--- config.mk ---
export PLATFORM = sky130hd
export DESIGN_NAME = ldss_top
export DESIGN_NICKNAME = d
export VERILOG_FILES = /design/src/rtl/ldss_pkg.sv /design/src/rtl/ldss_tables.sv /design/src/rtl/ldss_conv_filter.sv /design/src/rtl/ldss_top.sv
export VERILOG_INCLUDE_DIRS = /design/src /design/src/rtl
export SDC_FILE = /design/constraint.sdc
export NUM_CORES = 2
export LEC_CHECK = 0
export BUFFER_PORTS_ARGS = -buffer_cell sky130_fd_sc_hd__buf_2
export CAP_MARGIN = 20
export CELL_PAD_IN_SITES_DETAIL_PLACEMENT = 1
export CELL_PAD_IN_SITES_GLOBAL_PLACEMENT = 1
export CORE_ASPECT_RATIO = 1.2
export CORE_UTILIZATION = 30
export CTS_CLUSTER_DIAMETER = 50
export DETAILED_ROUTE_END_ITERATION = 10
export GPL_TIMING_DRIVEN = 0
export PLACE_DENSITY = 0.51
export SLEW_MARGIN = 5
export SYNTH_ARGS = -nofsm -noshare
export SYNTH_HDL_FRONTEND = slang
export SYNTH_HIERARCHICAL = 1
export SYNTH_SLANG_ARGS = --single-unit
--- constraint.sdc ---
create_clock -name CLOCK -period 5 [get_ports CLOCK]
set_input_delay 0.25 -clock CLOCK [delete_from_list [all_inputs] [get_ports CLOCK]]
set_output_delay 0.25 -clock CLOCK [all_outputs]
set_load 0.005 [all_outputs]
--- src/rtl/ldss_defs.svh ---
// Constants for the table, source select and power-up sequencing block
// Function
// Two tables of sixty-four bytes each
// Row address is table base plus index
// Default index is converter result upper six bits
// Bypass takes index from row-select register
// Channel one code source three-way select
// Channel two same select, own bits
// Shared result, otherwise independent channels
// Code-direct uses control register three/four
// Per-channel direction bit in register zero
// Two-bit full-scale field per channel
// Full-scale codes: external, 0.4, 0.85, 1.3
// Recall settings before enabling analog circuits
// Load codes after four identical conversions
// Codes held zero until first lookup
// Filter disabled: one conversion suffices
// Recalled selects steer the first load
// Result updates after four six-bit matches
// New reset restarts the whole sequence
// Mismatch restarts the match counter
`ifndef LDSS_DEFS_SVH
`define LDSS_DEFS_SVH

// ----------------------------------------
// Register indices (byte address is four times)
// ----------------------------------------
`define LDSS_IDX_CTRL0 9'h080
`define LDSS_IDX_CTRL1 9'h081
`define LDSS_IDX_CTRL2 9'h082
`define LDSS_IDX_CTRL3 9'h083
`define LDSS_IDX_CTRL4 9'h084
`define LDSS_IDX_CTRL5 9'h085
`define LDSS_IDX_STATUS 9'h087
`define LDSS_IDX_RSV_LO 9'h088
`define LDSS_IDX_RSV_HI 9'h08F
`define LDSS_TBL1_BASE 9'h090
`define LDSS_TBL2_BASE 9'h0D0
`define LDSS_TBL_END 9'h10F
`define LDSS_NUM_CTRL 6

// ----------------------------------------
// Field positions
// ----------------------------------------
`define LDSS_C0_DIR1 0
`define LDSS_C0_DIR2 1
`define LDSS_C0_FILT_OFF 7
`define LDSS_C5_FS1_LO 0
`define LDSS_C5_FS2_LO 2
`define LDSS_C5_ROW1 4
`define LDSS_C5_CODE1 5
`define LDSS_C5_ROW2 6
`define LDSS_C5_CODE2 7

// ----------------------------------------
// Values and counts
// ----------------------------------------
`define LDSS_CTRL_RESET 8'h00
`define LDSS_CODE_ZERO 8'h00
`define LDSS_FS_EXTERNAL 2'h0
`define LDSS_FS_0P40MA 2'h1
`define LDSS_FS_0P85MA 2'h2
`define LDSS_FS_1P30MA 2'h3
`define LDSS_MATCH_LAST 3'h3
`define LDSS_MATCH_FIRST 3'h1
`define LDSS_MATCH_NONE 3'h0
`define LDSS_ROWS 64

`endif

--- src/rtl/ldss_pkg.sv ---
// Types shared by the table and source select block
package ldss_pkg;
    typedef enum logic [1:0] {
        LDSS_RECALL = 2'b00,
        LDSS_POWER = 2'b01,
        LDSS_QUALIFY = 2'b10,
        LDSS_RUN = 2'b11
    } ldss_state_e;

    typedef struct packed {
        logic row_direct;
        logic code_direct;
        logic [5:0] reg_row;
        logic [7:0] direct_code;
    } ldss_chan_s;
endpackage

--- src/rtl/ldss_tables.sv ---
// Two row tables with a bus port and one lookup port per channel
`timescale 1ns/1ps
`include "ldss_defs.svh"
module ldss_tables
(
    // Clock and factory preset
    input wire logic clk,
    input wire logic factory_init,
    // Bus port
    input wire logic wr_en,
    input wire logic wr_tbl,
    input wire logic [5:0] wr_row,
    input wire logic [7:0] wr_data,
    input wire logic rd_tbl,
    input wire logic [5:0] rd_row,
    output logic [7:0] rd_data,
    // Lookup ports
    input wire logic [5:0] look_row_one,
    input wire logic [5:0] look_row_two,
    output logic [7:0] look_one,
    output logic [7:0] look_two
);
    logic [7:0] rd_word [0:1];
    logic [7:0] look_word [0:1];
    logic [5:0] look_row [0:1];

    assign look_row[0] = look_row_one;
    assign look_row[1] = look_row_two;

    genvar t;
    generate
        for (t = 0; t < 2; t = t + 1)
        begin : gen_tbl
            // Not reset by RST: contents are nonvolatile
            logic [7:0] mem [0:`LDSS_ROWS-1];
            always_ff @(posedge clk)
            begin
                if (factory_init)
                begin
                    for (int i = 0; i < `LDSS_ROWS; i++)
                    begin
                        mem[i] <= `LDSS_CODE_ZERO;
                    end
                end
                else if (wr_en && (wr_tbl == 1'(t)))
                begin
                    mem[wr_row] <= wr_data;
                end
            end
            assign rd_word[t] = mem[rd_row];
            assign look_word[t] = mem[look_row[t]];
        end
    endgenerate

    assign rd_data = rd_word[rd_tbl];
    assign look_one = look_word[0];
    assign look_two = look_word[1];
endmodule // ldss_tables

--- src/rtl/ldss_conv_filter.sv ---
// Qualifying filter for converter results
`timescale 1ns/1ps
`include "ldss_defs.svh"
module ldss_conv_filter
(
    // Clock and reset
    input wire logic clk,
    input wire logic rst,
    // Conversions
    input wire logic valid,
    input wire logic [7:0] data,
    input wire logic filter_disable,
    // Qualified result
    output logic [7:0] result,
    output logic update
);
    logic [7:0] prev_reg;
    logic [7:0] result_reg;
    logic [2:0] cnt_reg;
    logic [2:0] cnt_next;
    logic upd_reg;
    wire same_top = (data[7:2] == prev_reg[7:2]);
    wire fourth = same_top && (cnt_reg == `LDSS_MATCH_LAST);
    wire upd_now = valid && (filter_disable || fourth);

    // Mismatch or fresh start counts this conversion as the first
    assign cnt_next = !valid ? cnt_reg :
                      filter_disable ? `LDSS_MATCH_NONE :
                      fourth ? `LDSS_MATCH_NONE :
                      (!same_top || cnt_reg == `LDSS_MATCH_NONE) ? `LDSS_MATCH_FIRST :
                      cnt_reg + 3'h1;

    always_ff @(posedge clk)
    begin
        if (rst)
        begin
            prev_reg <= `LDSS_CODE_ZERO;
            result_reg <= `LDSS_CODE_ZERO;
            cnt_reg <= `LDSS_MATCH_NONE;
            upd_reg <= 1'b0;
        end
        else
        begin
            if (valid)
            begin
                prev_reg <= data;
            end
            if (upd_now)
            begin
                result_reg <= data;
            end
            cnt_reg <= cnt_next;
            upd_reg <= upd_now;
        end
    end

    assign result = result_reg;
    assign update = upd_reg;

    // ----------------------------------------
    // Checks
    // ----------------------------------------
    four_match_a: assert property (@(posedge clk) disable iff (rst)
        upd_reg && !$past(filter_disable) |-> $past(cnt_reg) == `LDSS_MATCH_LAST)
        else $error("filtered update without four matches");
    unfiltered_a: assert property (@(posedge clk) disable iff (rst)
        valid && filter_disable |=> upd_reg && result_reg == $past(data))
        else $error("unfiltered conversion not taken");
    restart_cnt_a: assert property (@(posedge clk) disable iff (rst)
        valid && !filter_disable && !same_top |=> cnt_reg == `LDSS_MATCH_FIRST)
        else $error("match counter did not restart");
endmodule // ldss_conv_filter

--- src/rtl/ldss_top.sv ---
// Table lookup, DAC source selection and power-up sequencing with APB registers
//
// Our own choices: the APB interface to the registers and the placing of the registers.
`timescale 1ns/1ps
`include "ldss_defs.svh"
module ldss_top
(
    // Clock and reset
    input wire logic CLOCK,
    input wire logic RST,
    input wire logic FACTORY_INIT,
    // APB slave
    input wire logic PSEL,
    input wire logic PENABLE,
    input wire logic PWRITE,
    input wire logic [10:0] PADDR,
    input wire logic [31:0] PWDATA,
    output logic [31:0] PRDATA,
    output logic PREADY,
    output logic PSLVERR,
    // Converter
    input wire logic CONV_READY,
    input wire logic CONV_VALID,
    input wire logic [7:0] CONV_DATA,
    output logic CONV_ENABLE,
    output logic ANALOG_ENABLE,
    // Current generators
    output logic [7:0] DAC1_CODE,
    output logic [7:0] DAC2_CODE,
    output logic CHAN1_DIR,
    output logic CHAN2_DIR,
    output logic [1:0] CHAN1_FS,
    output logic [1:0] CHAN2_FS
);
    // ----------------------------------------
    // Decode helpers
    // ----------------------------------------
    function automatic logic is_table(input logic [8:0] idx);
        is_table = (idx >= `LDSS_TBL1_BASE) && (idx <= `LDSS_TBL_END);
    endfunction

    function automatic logic table_of(input logic [8:0] idx);
        table_of = (idx >= `LDSS_TBL2_BASE);
    endfunction

    function automatic logic [5:0] row_of(input logic [8:0] idx);
        logic [8:0] diff;
        diff = idx - (table_of(idx) ? `LDSS_TBL2_BASE : `LDSS_TBL1_BASE);
        row_of = diff[5:0];
    endfunction

    function automatic logic [7:0] dac_src(input logic direct, input logic [7:0] code,
                                           input logic [7:0] row_byte);
        dac_src = direct ? code : row_byte;
    endfunction

    // ----------------------------------------
    // Declarations
    // ----------------------------------------
    ldss_pkg::ldss_state_e state_reg;
    ldss_pkg::ldss_state_e state_next;
    logic [7:0] ctrl_reg [0:`LDSS_NUM_CTRL-1];
    logic [7:0] ctrl_nv [0:`LDSS_NUM_CTRL-1];
    logic [31:0] prdata_reg;
    logic [31:0] prdata_next;
    logic pready_reg;
    logic pslverr_reg;
    logic pslverr_next;
    logic [7:0] dac1_reg;
    logic [7:0] dac2_reg;
    logic analog_reg;
    logic conv_en_reg;
    logic [7:0] result;
    logic filt_update;
    logic [7:0] look_one;
    logic [7:0] look_two;
    logic [7:0] tbl_rd;
    ldss_pkg::ldss_chan_s chan_one;
    ldss_pkg::ldss_chan_s chan_two;

    wire [8:0] idx = PADDR[10:2];
    wire access = PSEL && PENABLE && pready_reg;
    wire wr_hit = access && PWRITE;
    wire idx_ctrl = (idx >= `LDSS_IDX_CTRL0) && (idx <= `LDSS_IDX_CTRL5);
    wire idx_rsv = (idx >= `LDSS_IDX_RSV_LO) && (idx <= `LDSS_IDX_RSV_HI);
    wire idx_ok = idx_ctrl || idx_rsv || (idx == `LDSS_IDX_STATUS) || is_table(idx);
    wire [2:0] ctrl_sel = idx[2:0];
    wire tbl_wr = wr_hit && is_table(idx);
    wire recall = (state_reg == ldss_pkg::LDSS_RECALL);
    wire filt_off = ctrl_reg[0][`LDSS_C0_FILT_OFF];
    wire conv_take = CONV_VALID && (state_reg == ldss_pkg::LDSS_QUALIFY ||
                                    state_reg == ldss_pkg::LDSS_RUN);

    // ----------------------------------------
    // Control registers: nonvolatile copy and working copy
    // ----------------------------------------
    genvar r;
    generate
        for (r = 0; r < `LDSS_NUM_CTRL; r = r + 1)
        begin : gen_ctrl
            wire hit = wr_hit && idx_ctrl && (ctrl_sel == 3'(r));
            // Nonvolatile copy survives RST
            always_ff @(posedge CLOCK)
            begin
                if (FACTORY_INIT)
                begin
                    ctrl_nv[r] <= `LDSS_CTRL_RESET;
                end
                else if (hit)
                begin
                    ctrl_nv[r] <= PWDATA[7:0];
                end
            end
            always_ff @(posedge CLOCK)
            begin
                if (RST)
                begin
                    ctrl_reg[r] <= `LDSS_CTRL_RESET;
                end
                else if (recall)
                begin
                    ctrl_reg[r] <= ctrl_nv[r];
                end
                else if (hit)
                begin
                    ctrl_reg[r] <= PWDATA[7:0];
                end
            end
        end
    endgenerate

    // ----------------------------------------
    // Channel settings, each from its own bits
    // ----------------------------------------
    assign chan_one = '{row_direct: ctrl_reg[5][`LDSS_C5_ROW1],
                        code_direct: ctrl_reg[5][`LDSS_C5_CODE1],
                        reg_row: ctrl_reg[1][5:0],
                        direct_code: ctrl_reg[3]};
    assign chan_two = '{row_direct: ctrl_reg[5][`LDSS_C5_ROW2],
                        code_direct: ctrl_reg[5][`LDSS_C5_CODE2],
                        reg_row: ctrl_reg[2][5:0],
                        direct_code: ctrl_reg[4]};

    wire [5:0] row_one = chan_one.row_direct ? chan_one.reg_row : result[7:2];
    wire [5:0] row_two = chan_two.row_direct ? chan_two.reg_row : result[7:2];
    wire [8:0] look_addr_one = `LDSS_TBL1_BASE + {3'h0, row_one};
    wire [8:0] look_addr_two = `LDSS_TBL2_BASE + {3'h0, row_two};
    wire run = (state_reg == ldss_pkg::LDSS_RUN);
    // Zero until the first qualified lookup; selects already recalled
    wire [7:0] dac1_next = run ? dac_src(chan_one.code_direct, chan_one.direct_code,
                                         look_one) : `LDSS_CODE_ZERO;
    wire [7:0] dac2_next = run ? dac_src(chan_two.code_direct, chan_two.direct_code,
                                         look_two) : `LDSS_CODE_ZERO;

    // ----------------------------------------
    // Power-up sequence
    // ----------------------------------------
    always_comb
    begin
        state_next = state_reg;
        case (state_reg)
            ldss_pkg::LDSS_RECALL: state_next = ldss_pkg::LDSS_POWER;
            ldss_pkg::LDSS_POWER:
                if (CONV_READY)
                    state_next = ldss_pkg::LDSS_QUALIFY;
            ldss_pkg::LDSS_QUALIFY:
                if (filt_update)
                    state_next = ldss_pkg::LDSS_RUN;
            ldss_pkg::LDSS_RUN: state_next = ldss_pkg::LDSS_RUN;
            default: state_next = ldss_pkg::LDSS_RECALL;
        endcase
    end

    always_ff @(posedge CLOCK)
    begin
        if (RST)
        begin
            state_reg <= ldss_pkg::LDSS_RECALL;
            dac1_reg <= `LDSS_CODE_ZERO;
            dac2_reg <= `LDSS_CODE_ZERO;
            analog_reg <= 1'b0;
            conv_en_reg <= 1'b0;
        end
        else
        begin
            state_reg <= state_next;
            dac1_reg <= dac1_next;
            dac2_reg <= dac2_next;
            analog_reg <= (state_next != ldss_pkg::LDSS_RECALL);
            conv_en_reg <= (state_next == ldss_pkg::LDSS_QUALIFY) ||
                           (state_next == ldss_pkg::LDSS_RUN);
        end
    end

    // ----------------------------------------
    // APB slave, one wait-free access phase
    // ----------------------------------------
    // Unmapped reads return zero with an error flag
    assign prdata_next = !idx_ok ? 32'h0000_0000 :
                         idx_ctrl ? {24'h00_0000, ctrl_reg[ctrl_sel]} :
                         (idx == `LDSS_IDX_STATUS) ? {24'h00_0000, result} :
                         is_table(idx) ? {24'h00_0000, tbl_rd} : 32'h0000_0000;
    // Status is read only, so a write to it is flagged
    assign pslverr_next = !idx_ok || (PWRITE && (idx == `LDSS_IDX_STATUS));

    always_ff @(posedge CLOCK)
    begin
        if (RST)
        begin
            pready_reg <= 1'b0;
            prdata_reg <= 32'h0000_0000;
            pslverr_reg <= 1'b0;
        end
        else
        begin
            pready_reg <= PSEL && !PENABLE;
            prdata_reg <= (PSEL && !PENABLE && !PWRITE) ? prdata_next : prdata_reg;
            pslverr_reg <= PSEL && !PENABLE && pslverr_next;
        end
    end

    // ----------------------------------------
    // Submodules
    // ----------------------------------------
    ldss_tables u_tables
    (
        .clk(CLOCK),
        .factory_init(FACTORY_INIT),
        .wr_en(tbl_wr),
        .wr_tbl(table_of(idx)),
        .wr_row(row_of(idx)),
        .wr_data(PWDATA[7:0]),
        .rd_tbl(table_of(idx)),
        .rd_row(row_of(idx)),
        .rd_data(tbl_rd),
        .look_row_one(row_of(look_addr_one)),
        .look_row_two(row_of(look_addr_two)),
        .look_one(look_one),
        .look_two(look_two)
    );

    ldss_conv_filter u_filter
    (
        .clk(CLOCK),
        .rst(RST),
        .valid(conv_take),
        .data(CONV_DATA),
        .filter_disable(filt_off),
        .result(result),
        .update(filt_update)
    );

    // ----------------------------------------
    // Outputs
    // ----------------------------------------
    assign PRDATA = prdata_reg;
    assign PREADY = pready_reg;
    assign PSLVERR = pslverr_reg;
    assign CONV_ENABLE = conv_en_reg;
    assign ANALOG_ENABLE = analog_reg;
    assign DAC1_CODE = dac1_reg;
    assign DAC2_CODE = dac2_reg;
    assign CHAN1_DIR = ctrl_reg[0][`LDSS_C0_DIR1];
    assign CHAN2_DIR = ctrl_reg[0][`LDSS_C0_DIR2];
    assign CHAN1_FS = ctrl_reg[5][`LDSS_C5_FS1_LO +: 2];
    assign CHAN2_FS = ctrl_reg[5][`LDSS_C5_FS2_LO +: 2];

    // ----------------------------------------
    // Checks
    // ----------------------------------------
    dac_zero_a: assert property (@(posedge CLOCK) disable iff (RST)
        !run |=> DAC1_CODE == `LDSS_CODE_ZERO && DAC2_CODE == `LDSS_CODE_ZERO)
        else $error("DAC code not zero before first lookup");
    direct_code_a: assert property (@(posedge CLOCK) disable iff (RST)
        run && chan_one.code_direct |=> DAC1_CODE == $past(ctrl_reg[3]))
        else $error("channel one direct code not applied");
    conv_path_a: assert property (@(posedge CLOCK) disable iff (RST)
        run && !chan_one.code_direct && !chan_one.row_direct |=>
        DAC1_CODE == $past(look_one) && $past(row_one) == $past(result[7:2]))
        else $error("channel one converter path wrong");
    row_direct_a: assert property (@(posedge CLOCK) disable iff (RST)
        run && !chan_two.code_direct && chan_two.row_direct |=>
        DAC2_CODE == $past(look_two) && $past(row_two) == $past(ctrl_reg[2][5:0]))
        else $error("channel two row direct path wrong");
    chan_two_direct_a: assert property (@(posedge CLOCK) disable iff (RST)
        run && chan_two.code_direct |=> DAC2_CODE == $past(ctrl_reg[4]))
        else $error("channel two direct code not applied");
    recall_first_a: assert property (@(posedge CLOCK) disable iff (RST)
        $rose(ANALOG_ENABLE) |-> ctrl_reg[0] == ctrl_nv[0] && ctrl_reg[5] == ctrl_nv[5])
        else $error("analog enabled before recall");
    first_load_a: assert property (@(posedge CLOCK) disable iff (RST)
        state_reg == ldss_pkg::LDSS_QUALIFY && filt_update |=> run)
        else $error("qualified result did not start run");
    restart_seq_a: assert property (@(posedge CLOCK)
        $past(RST) && !RST |-> recall && DAC1_CODE == `LDSS_CODE_ZERO && !ANALOG_ENABLE)
        else $error("reset did not restart sequence");
    apb_ready_a: assert property (@(posedge CLOCK) disable iff (RST)
        PSEL && !PENABLE |=> PREADY)
        else $error("no ready in access phase");
    // Single access cycle: a stretched ready would double a write
    ready_pulse_a: assert property (@(posedge CLOCK) disable iff (RST)
        PREADY |=> !PREADY)
        else $error("ready held too long");
    error_ready_a: assert property (@(posedge CLOCK) disable iff (RST)
        PSLVERR |-> PREADY)
        else $error("error flag without ready");
    unmapped_err_a: assert property (@(posedge CLOCK) disable iff (RST)
        PSEL && !PENABLE && !idx_ok |=> PSLVERR)
        else $error("unmapped access not flagged");

    // ----------------------------------------
    // Sequence checks
    // ----------------------------------------
    analog_wait_a: assert property (@(posedge CLOCK) disable iff (RST)
        recall |-> !ANALOG_ENABLE && !CONV_ENABLE)
        else $error("analog on during recall");
    conv_wait_a: assert property (@(posedge CLOCK) disable iff (RST)
        state_reg == ldss_pkg::LDSS_POWER && !CONV_READY |=> !CONV_ENABLE)
        else $error("converter on before ready");
    conv_on_a: assert property (@(posedge CLOCK) disable iff (RST)
        state_reg == ldss_pkg::LDSS_POWER && CONV_READY |=> CONV_ENABLE)
        else $error("converter not started");
    run_hold_a: assert property (@(posedge CLOCK) disable iff (RST)
        run |=> run)
        else $error("run state left without reset");
    zero_before_run_a: assert property (@(posedge CLOCK) disable iff (RST)
        !run |-> DAC1_CODE == `LDSS_CODE_ZERO && DAC2_CODE == `LDSS_CODE_ZERO)
        else $error("DAC code loaded before run");
    // Status only moves on a qualified update
    status_update_a: assert property (@(posedge CLOCK) disable iff (RST)
        $changed(result) |-> filt_update)
        else $error("status changed without update");

    // ----------------------------------------
    // Channel path checks
    // ----------------------------------------
    chan_two_conv_a: assert property (@(posedge CLOCK) disable iff (RST)
        run && !chan_two.code_direct && !chan_two.row_direct |=>
        DAC2_CODE == $past(look_two) && $past(row_two) == $past(result[7:2]))
        else $error("channel two converter path wrong");
    chan_one_row_a: assert property (@(posedge CLOCK) disable iff (RST)
        run && !chan_one.code_direct && chan_one.row_direct |=>
        DAC1_CODE == $past(look_one) && $past(row_one) == $past(ctrl_reg[1][5:0]))
        else $error("channel one row direct path wrong");
endmodule // ldss_top

### Yosys cells after proc, flatten, opt, wreduce, memory -nomap -nowiden

Memory sizes are Yosys's and may differ from the RTL's.
Index checks and enable logic that the tools add are counted.

| word-level totals | value |
|---|---|
| register bits after elaboration | 74 |
| memory bits (writable) | 1120 |
| output and inout port bits | 58 |
| memories | 4 |

| operators by class | value |
|---|---|
| add/subtract/negate cells | 6 |
| $lt $le $gt $ge | 8 |
| eq/ne operators | 13 |
| muxes and demuxes | 90 |
| bitwise operators | 21 |
| reductions and logical operators | 42 |

Memory list:

| name | words | width | rd ports | clocked after memory_dff | wr ports | RTL line | source |
|---|---|---|---|---|---|---|---|
| u_tables.gen_tbl[0].mem | 64 | 8 | 2 | 0 | 64 | ldss_tables.sv:35 | `` logic [7:0] mem [0:`LDSS_ROWS-1]; `` |
| u_tables.gen_tbl[1].mem | 64 | 8 | 2 | 0 | 64 | ldss_tables.sv:35 |  |
| ctrl_nv | 6 | 8 | 6 | 0 | 6 | ldss_top.sv:63 | `` logic [7:0] ctrl_nv [0:`LDSS_NUM_CTRL-1]; `` |
| ctrl_reg | 6 | 8 | 7 | 0 | 6 | ldss_top.sv:62 | `` logic [7:0] ctrl_reg [0:`LDSS_NUM_CTRL-1]; `` |

Operators by type and width:

| kind | count |
|---|---|
| 8-bit two-way mux | 29 |
| 1-bit two-way mux | 51 |
| 9-bit by 8-bit greater-or-equal comparator with 1-bit output (second input constant) | 4 |
| 6-bit two-way mux | 4 |
| 1-bit logical AND | 23 |
| 8-bit by 6-bit adder with 9-bit output (first input constant) | 2 |
| 9-bit by 8-bit <= comparator with 1-bit output (second input constant) | 2 |
| 1-bit bitwise OR | 18 |
| 6-bit subtractor (second input constant) | 3 |
| 8-bit OR reduction | 2 |
| 3-bit by 2-bit equality test with 1-bit output (second input constant) | 3 |
| 9-bit by 8-bit equality test with 1-bit output (second input constant) | 1 |
| 9-bit <= comparator (second input constant) | 1 |
| 3-bit two-way mux | 3 |
| 2-bit equality test (second input constant) | 4 |
| 1-bit logical OR | 8 |
| 2-bit case mux with 4 select lines | 1 |
| 3-bit equality test (second input constant) | 2 |
| 6-bit equality test | 1 |
| 3-bit logical NOT | 2 |
| 1-bit logical NOT | 4 |
| 2-bit two-way mux | 2 |
| 3-bit by 1-bit adder with 3-bit output (second input constant) | 1 |
| 3-bit by 1-bit equality test with 1-bit output (second input constant) | 1 |
| 7 further kinds | 8 |

### Depth between registers and ports, before layout

| logic depth | value |
|---|---|
| word-level depth | 10 |
| depth in mapped cells | 12 |
| depth with buffers taken out | 10 |

### Modules after synthesis

The synthesis kept the hierarchy.

By module, submodules not included:

| module | times used | cells an instance | area an instance (µm²) | seq. area each (µm²) |
|---|---|---|---|---|
| ldss_tables | 1 | 3355 | 55191.7 | 30749.5 |
| ldss_top | 1 | 520 | 6157.2 | 3483.3 |
| ldss_conv_filter | 1 | 89 | 873.3 | 360.3 |

### Least setup slack after synthesis

No wires, ideal clock.

| timing | value |
|---|---|
| kind | register to register |
| start | memory ctrl_reg[5][4] |
| end | register dac1_reg[7], in the netlist DAC1_CODE[7] |
| arrival | 3.001 ns |
| setup slack | 1.871 ns |
| cell stages (with the launch flop) | 11 |
| buffers on the path | 3 |
| cells stage by stage | edfxtp_1 > clkbuf_1 > mux2_2 > clkbuf_1 > buf_1 > mux4_2 > mux4_2 > a22oi_1 > nand3_1 > mux2i_1 > nor2_1 |

RTL lines:

| element | RTL line | source |
|---|---|---|
| start, declared | ldss_top.sv:62 |  |
| end signal, assigned | ldss_top.sv:179 | `` dac1_reg <= `LDSS_CODE_ZERO; `` |
| end signal, assigned | ldss_top.sv:187 | `dac1_reg <= dac1_next;` |
| end, declared | ldss_top.sv:69 | `logic [7:0] dac1_reg;` |

==> results.sh <==
export IMPL_grt_overflow_total=0
export IMPL_drv_cap=0
export IMPL_seq_area_um2=34600
export IMPL_antenna_found_initial=35
export IMPL_drive_gt1_frac=0.295
export IMPL_dpl_worst_slack_ns=-0.871
export IMPL_failed_checks="setup timing"
export IMPL_finalHoldViolations=0
export IMPL_root_buffer="clkbuf_16"
export IMPL_vias_per_cell=5.48
export IMPL_critical_path_top_delay_family="multiplexers"
export IMPL_yosys_warnings=6
export IMPL_end_kind="register"
export IMPL_worstPathArrival_ns=5.72
export IMPL_ys_ff_latch=1168
export IMPL_synth_mux_area_frac=0.255
export IMPL_yosys_area_top_type_share=0.541
export IMPL_critPathRequiredTime_ns=5.65
export IMPL_whs_ns=0.187
export IMPL_hpwl_mm=211
export IMPL_hp_class="in2reg"
export IMPL_synth_adder_area_share=0.00101
export IMPL_core_um2=205000
export IMPL_clock_latency_ns=0.82
export IMPL_status="finished with violations"
export IMPL_finClkSkew_ns=0.0289
export IMPL_swShare=0.265
export IMPL_nNetsFinal=4338
export IMPL_critPathBufInv=3
export IMPL_power_density_nw_per_um2=346
export IMPL_antenna_left=0
export IMPL_drt_iter0_drc=3915
export IMPL_syn_inst=3964
export IMPL_htreeDepth=4
export IMPL_crit_fanout=10
export IMPL_route_vias_total=39300
export IMPL_final_common_cell="edfxtp_1"
export IMPL_port_buffers=65
export IMPL_wl_per_cell_um=37.4
export IMPL_intPower_mw=18.4
export IMPL_worst_setup_path_type="reg2reg"
export IMPL_clock_fmax_ghz=0.197
export IMPL_slew_limit_headroom=0.167
export IMPL_synth_xor_area_frac=0.000845
export IMPL_placed_area_um2=66800
export IMPL_drt_pass1_iter_count=5
export IMPL_fillerInstances=21100
export IMPL_tritoncts="yes"
export IMPL_place_congestion=1.01
export IMPL_leakagePower_nw=25.3
export IMPL_cpPeakStageDelay_ns=0.82
export IMPL_drcViolationCount=0
export IMPL_multi_input_area_um2=26200
export IMPL_final_setup_tns_ns=-0.0706
export IMPL_max_slew_worst_pin_slew_ns=1.25
export IMPL_period_share=1.01
export IMPL_grt_max_degree=17
export IMPL_synth_cell_types=62
export IMPL_p_comb_frac=0.107
export IMPL_startpoint_type="register"
export IMPL_setup_violations=1
export IMPL_clock_sinks=1168
export IMPL_critPathSlowestCell="clkbuf_1"
export IMPL_clockBufferDepth=3
export IMPL_p_seq_frac=0.447
export IMPL_synth_simple_gate_area_frac=0.148
export IMPL_avgSynthCellArea_um2=15.7
export IMPL_grt_util_all_layers=0.256
export IMPL_synth_compound_area_share=0.0140
export IMPL_die_height_um=501
export IMPL_clockPowerShare=0.446
export IMPL_synth_area_top_cells="edfxtp_1 (54%), mux4_2 (24%), and2_1 (11%)"
export IMPL_syn_area_um2=62200
export IMPL_drt_total_wl_mm=268
export IMPL_finalInstanceArea_um2=72200
export IMPL_grt_pass1_vias=40700
export IMPL_largest_reg_flops=1024
export IMPL_cts_reportedPaths_clkPinSlew_ns=0.06
export IMPL_cts_buffers=153
export IMPL_ys_seq_area_frac=0.556
export IMPL_synthArstFlopShare=0
export IMPL_final_cell_mix="edfxtp_1 (1120), and2_1 (1081), mux4_2 (656), clkbuf_1 (235), nor2_1 (178)"
export IMPL_start_util=0.303
export IMPL_synth_ff_type="edfxtp_1"
export IMPL_die_w_um=418
export IMPL_synth_edf_count=1120
export IMPL_grt_pass1_wl_mm=361
export IMPL_drv_slew=0
export IMPL_row_count=182
export IMPL_syn_to_final_growth_pct=16.0
export IMPL_p_sw_mw=6.61
export IMPL_synth_top_cell_by_area="edfxtp_1"
export IMPL_layout_min_cycle_time_ns=5.07
export IMPL_crit_chain="clkbuf_1 > mux2_2 > clkbuf_1 > clkbuf_1 > mux4_2 > mux4_2 > mux2i_1 > mux2i_1 > mux2i_1 > nor2_1"
export IMPL_finalPower_mw=25.0
export IMPL_peakVddDrop_mv=0.406
export IMPL_die_area_um2=209000
export IMPL_fin_ws_ns=-0.0706
export IMPL_synth_top_family_by_area="multiplexers"
export IMPL_num_io_pins=117
stage by stage:
step / std cells / util
5_1_grt: 7163 / 0.351
2_1_floorplan: 3987 / -
4_1_cts: 7156 / 0.351
3_5_place_dp: 6851 / 0.325
3_3_place_gp: 6812 / 0.322
6_report: 7169 / 0.351
worst min-delay path, delay by kind of cell:
family,cells,cell delay (ns)
AO/OA/AOI/OAI,2,0.28
buffers and inverters,1,0.09
AND/OR/NAND/NOR,2,0.33
cells by family (layout without fill, tap and decap cells):
family	count (synthesis)	count (layout)
muxes	762	762
xor gates and xnor gates	6	6
adders and majority gates	5	5
other	1	33
DFF	1168	1168
AOI/OAI and AO/OA	107	107
and+or+nand+nor	1543	1543
buffers and inverters	372	785
synth_stat cells, types with 3 or more instances:
cell type,number
mux4_2,656
buf_2,30
nand2_1,46
xnor2_1,6
nor2_1,179
inv_1,16
a21oi_1,10
dfxtp_1,48
clkbuf_1,241
nor3b_1,3
nor2b_1,6
nand2b_1,28
a22o_1,49
nand4b_1,7
or2_2,128
edfxtp_1,1120
nor2_2,5
nand3b_1,8
nor2_4,3
or3b_2,5
mux2_2,20
buf_4,29
o211ai_1,9
nor3_1,3
nand4_1,6
buf_6,3
a31o_1,8
nor3_4,3
a22oi_1,3
or3_1,3
o311ai_1,8
nand3_1,15
buf_1,51
mux2i_1,86
o21ai_0,9
and2_1,1081
ha_1,5
power by group through the flow:
stage | sequential [mW] | combinational [mW] | clock [mW]
after detailed placement | 11.4 | 2.61 | 0
after global routing | 11.2 | 2.70 | 11.7
after global placement | 11.4 | 2.56 | 0
final | 11.2 | 2.66 | 11.1
after CTS | 11.2 | 2.64 | 11.4
after floorplan | 11.2 | 1.39 | 0
per-layer routing:
layer,up-vias,GRT usage,part of all wire
met5,-,0,0.00010
met4,4,0.144,0.064
met3,489,0.0373,0.057
met2,1594,0.431,0.49
met1,21300,0.314,0.39
li1,15900,-,-
worst paths after layout:
kind                        from                   to  slack (ns)  cells after the start
min                      PENABLE            PRDATA[2]        0.19                      5
min reg2reg  u_filter/cnt_reg[2]  u_filter/cnt_reg[2]        0.47                      2
max reg2reg       ctrl_reg[5][6]         DAC2_CODE[0]       -0.07                     10
max               ctrl_reg[5][6]         DAC2_CODE[0]       -0.07                     10
what timing repair did:
item,CTS,global route
resized for setup,19,15
setup endpoints to repair,13,28
setup buffers,0,0
endpoints found under the hold margin,42,0
hold buffers,24,0
cell type report:
class                   count  share of cell area
inverters                  16            0.000832
well taps                2760              0.0479
multi-input cells        2447               0.363
diodes                      9            0.000312
repair buffers            132              0.0173
clock inverters           101              0.0141
clock buffers             180              0.0558
plain buffers             356              0.0218
flip-flops and latches   1168               0.479
Note: power is estimated with default switching activity, not from simulation.
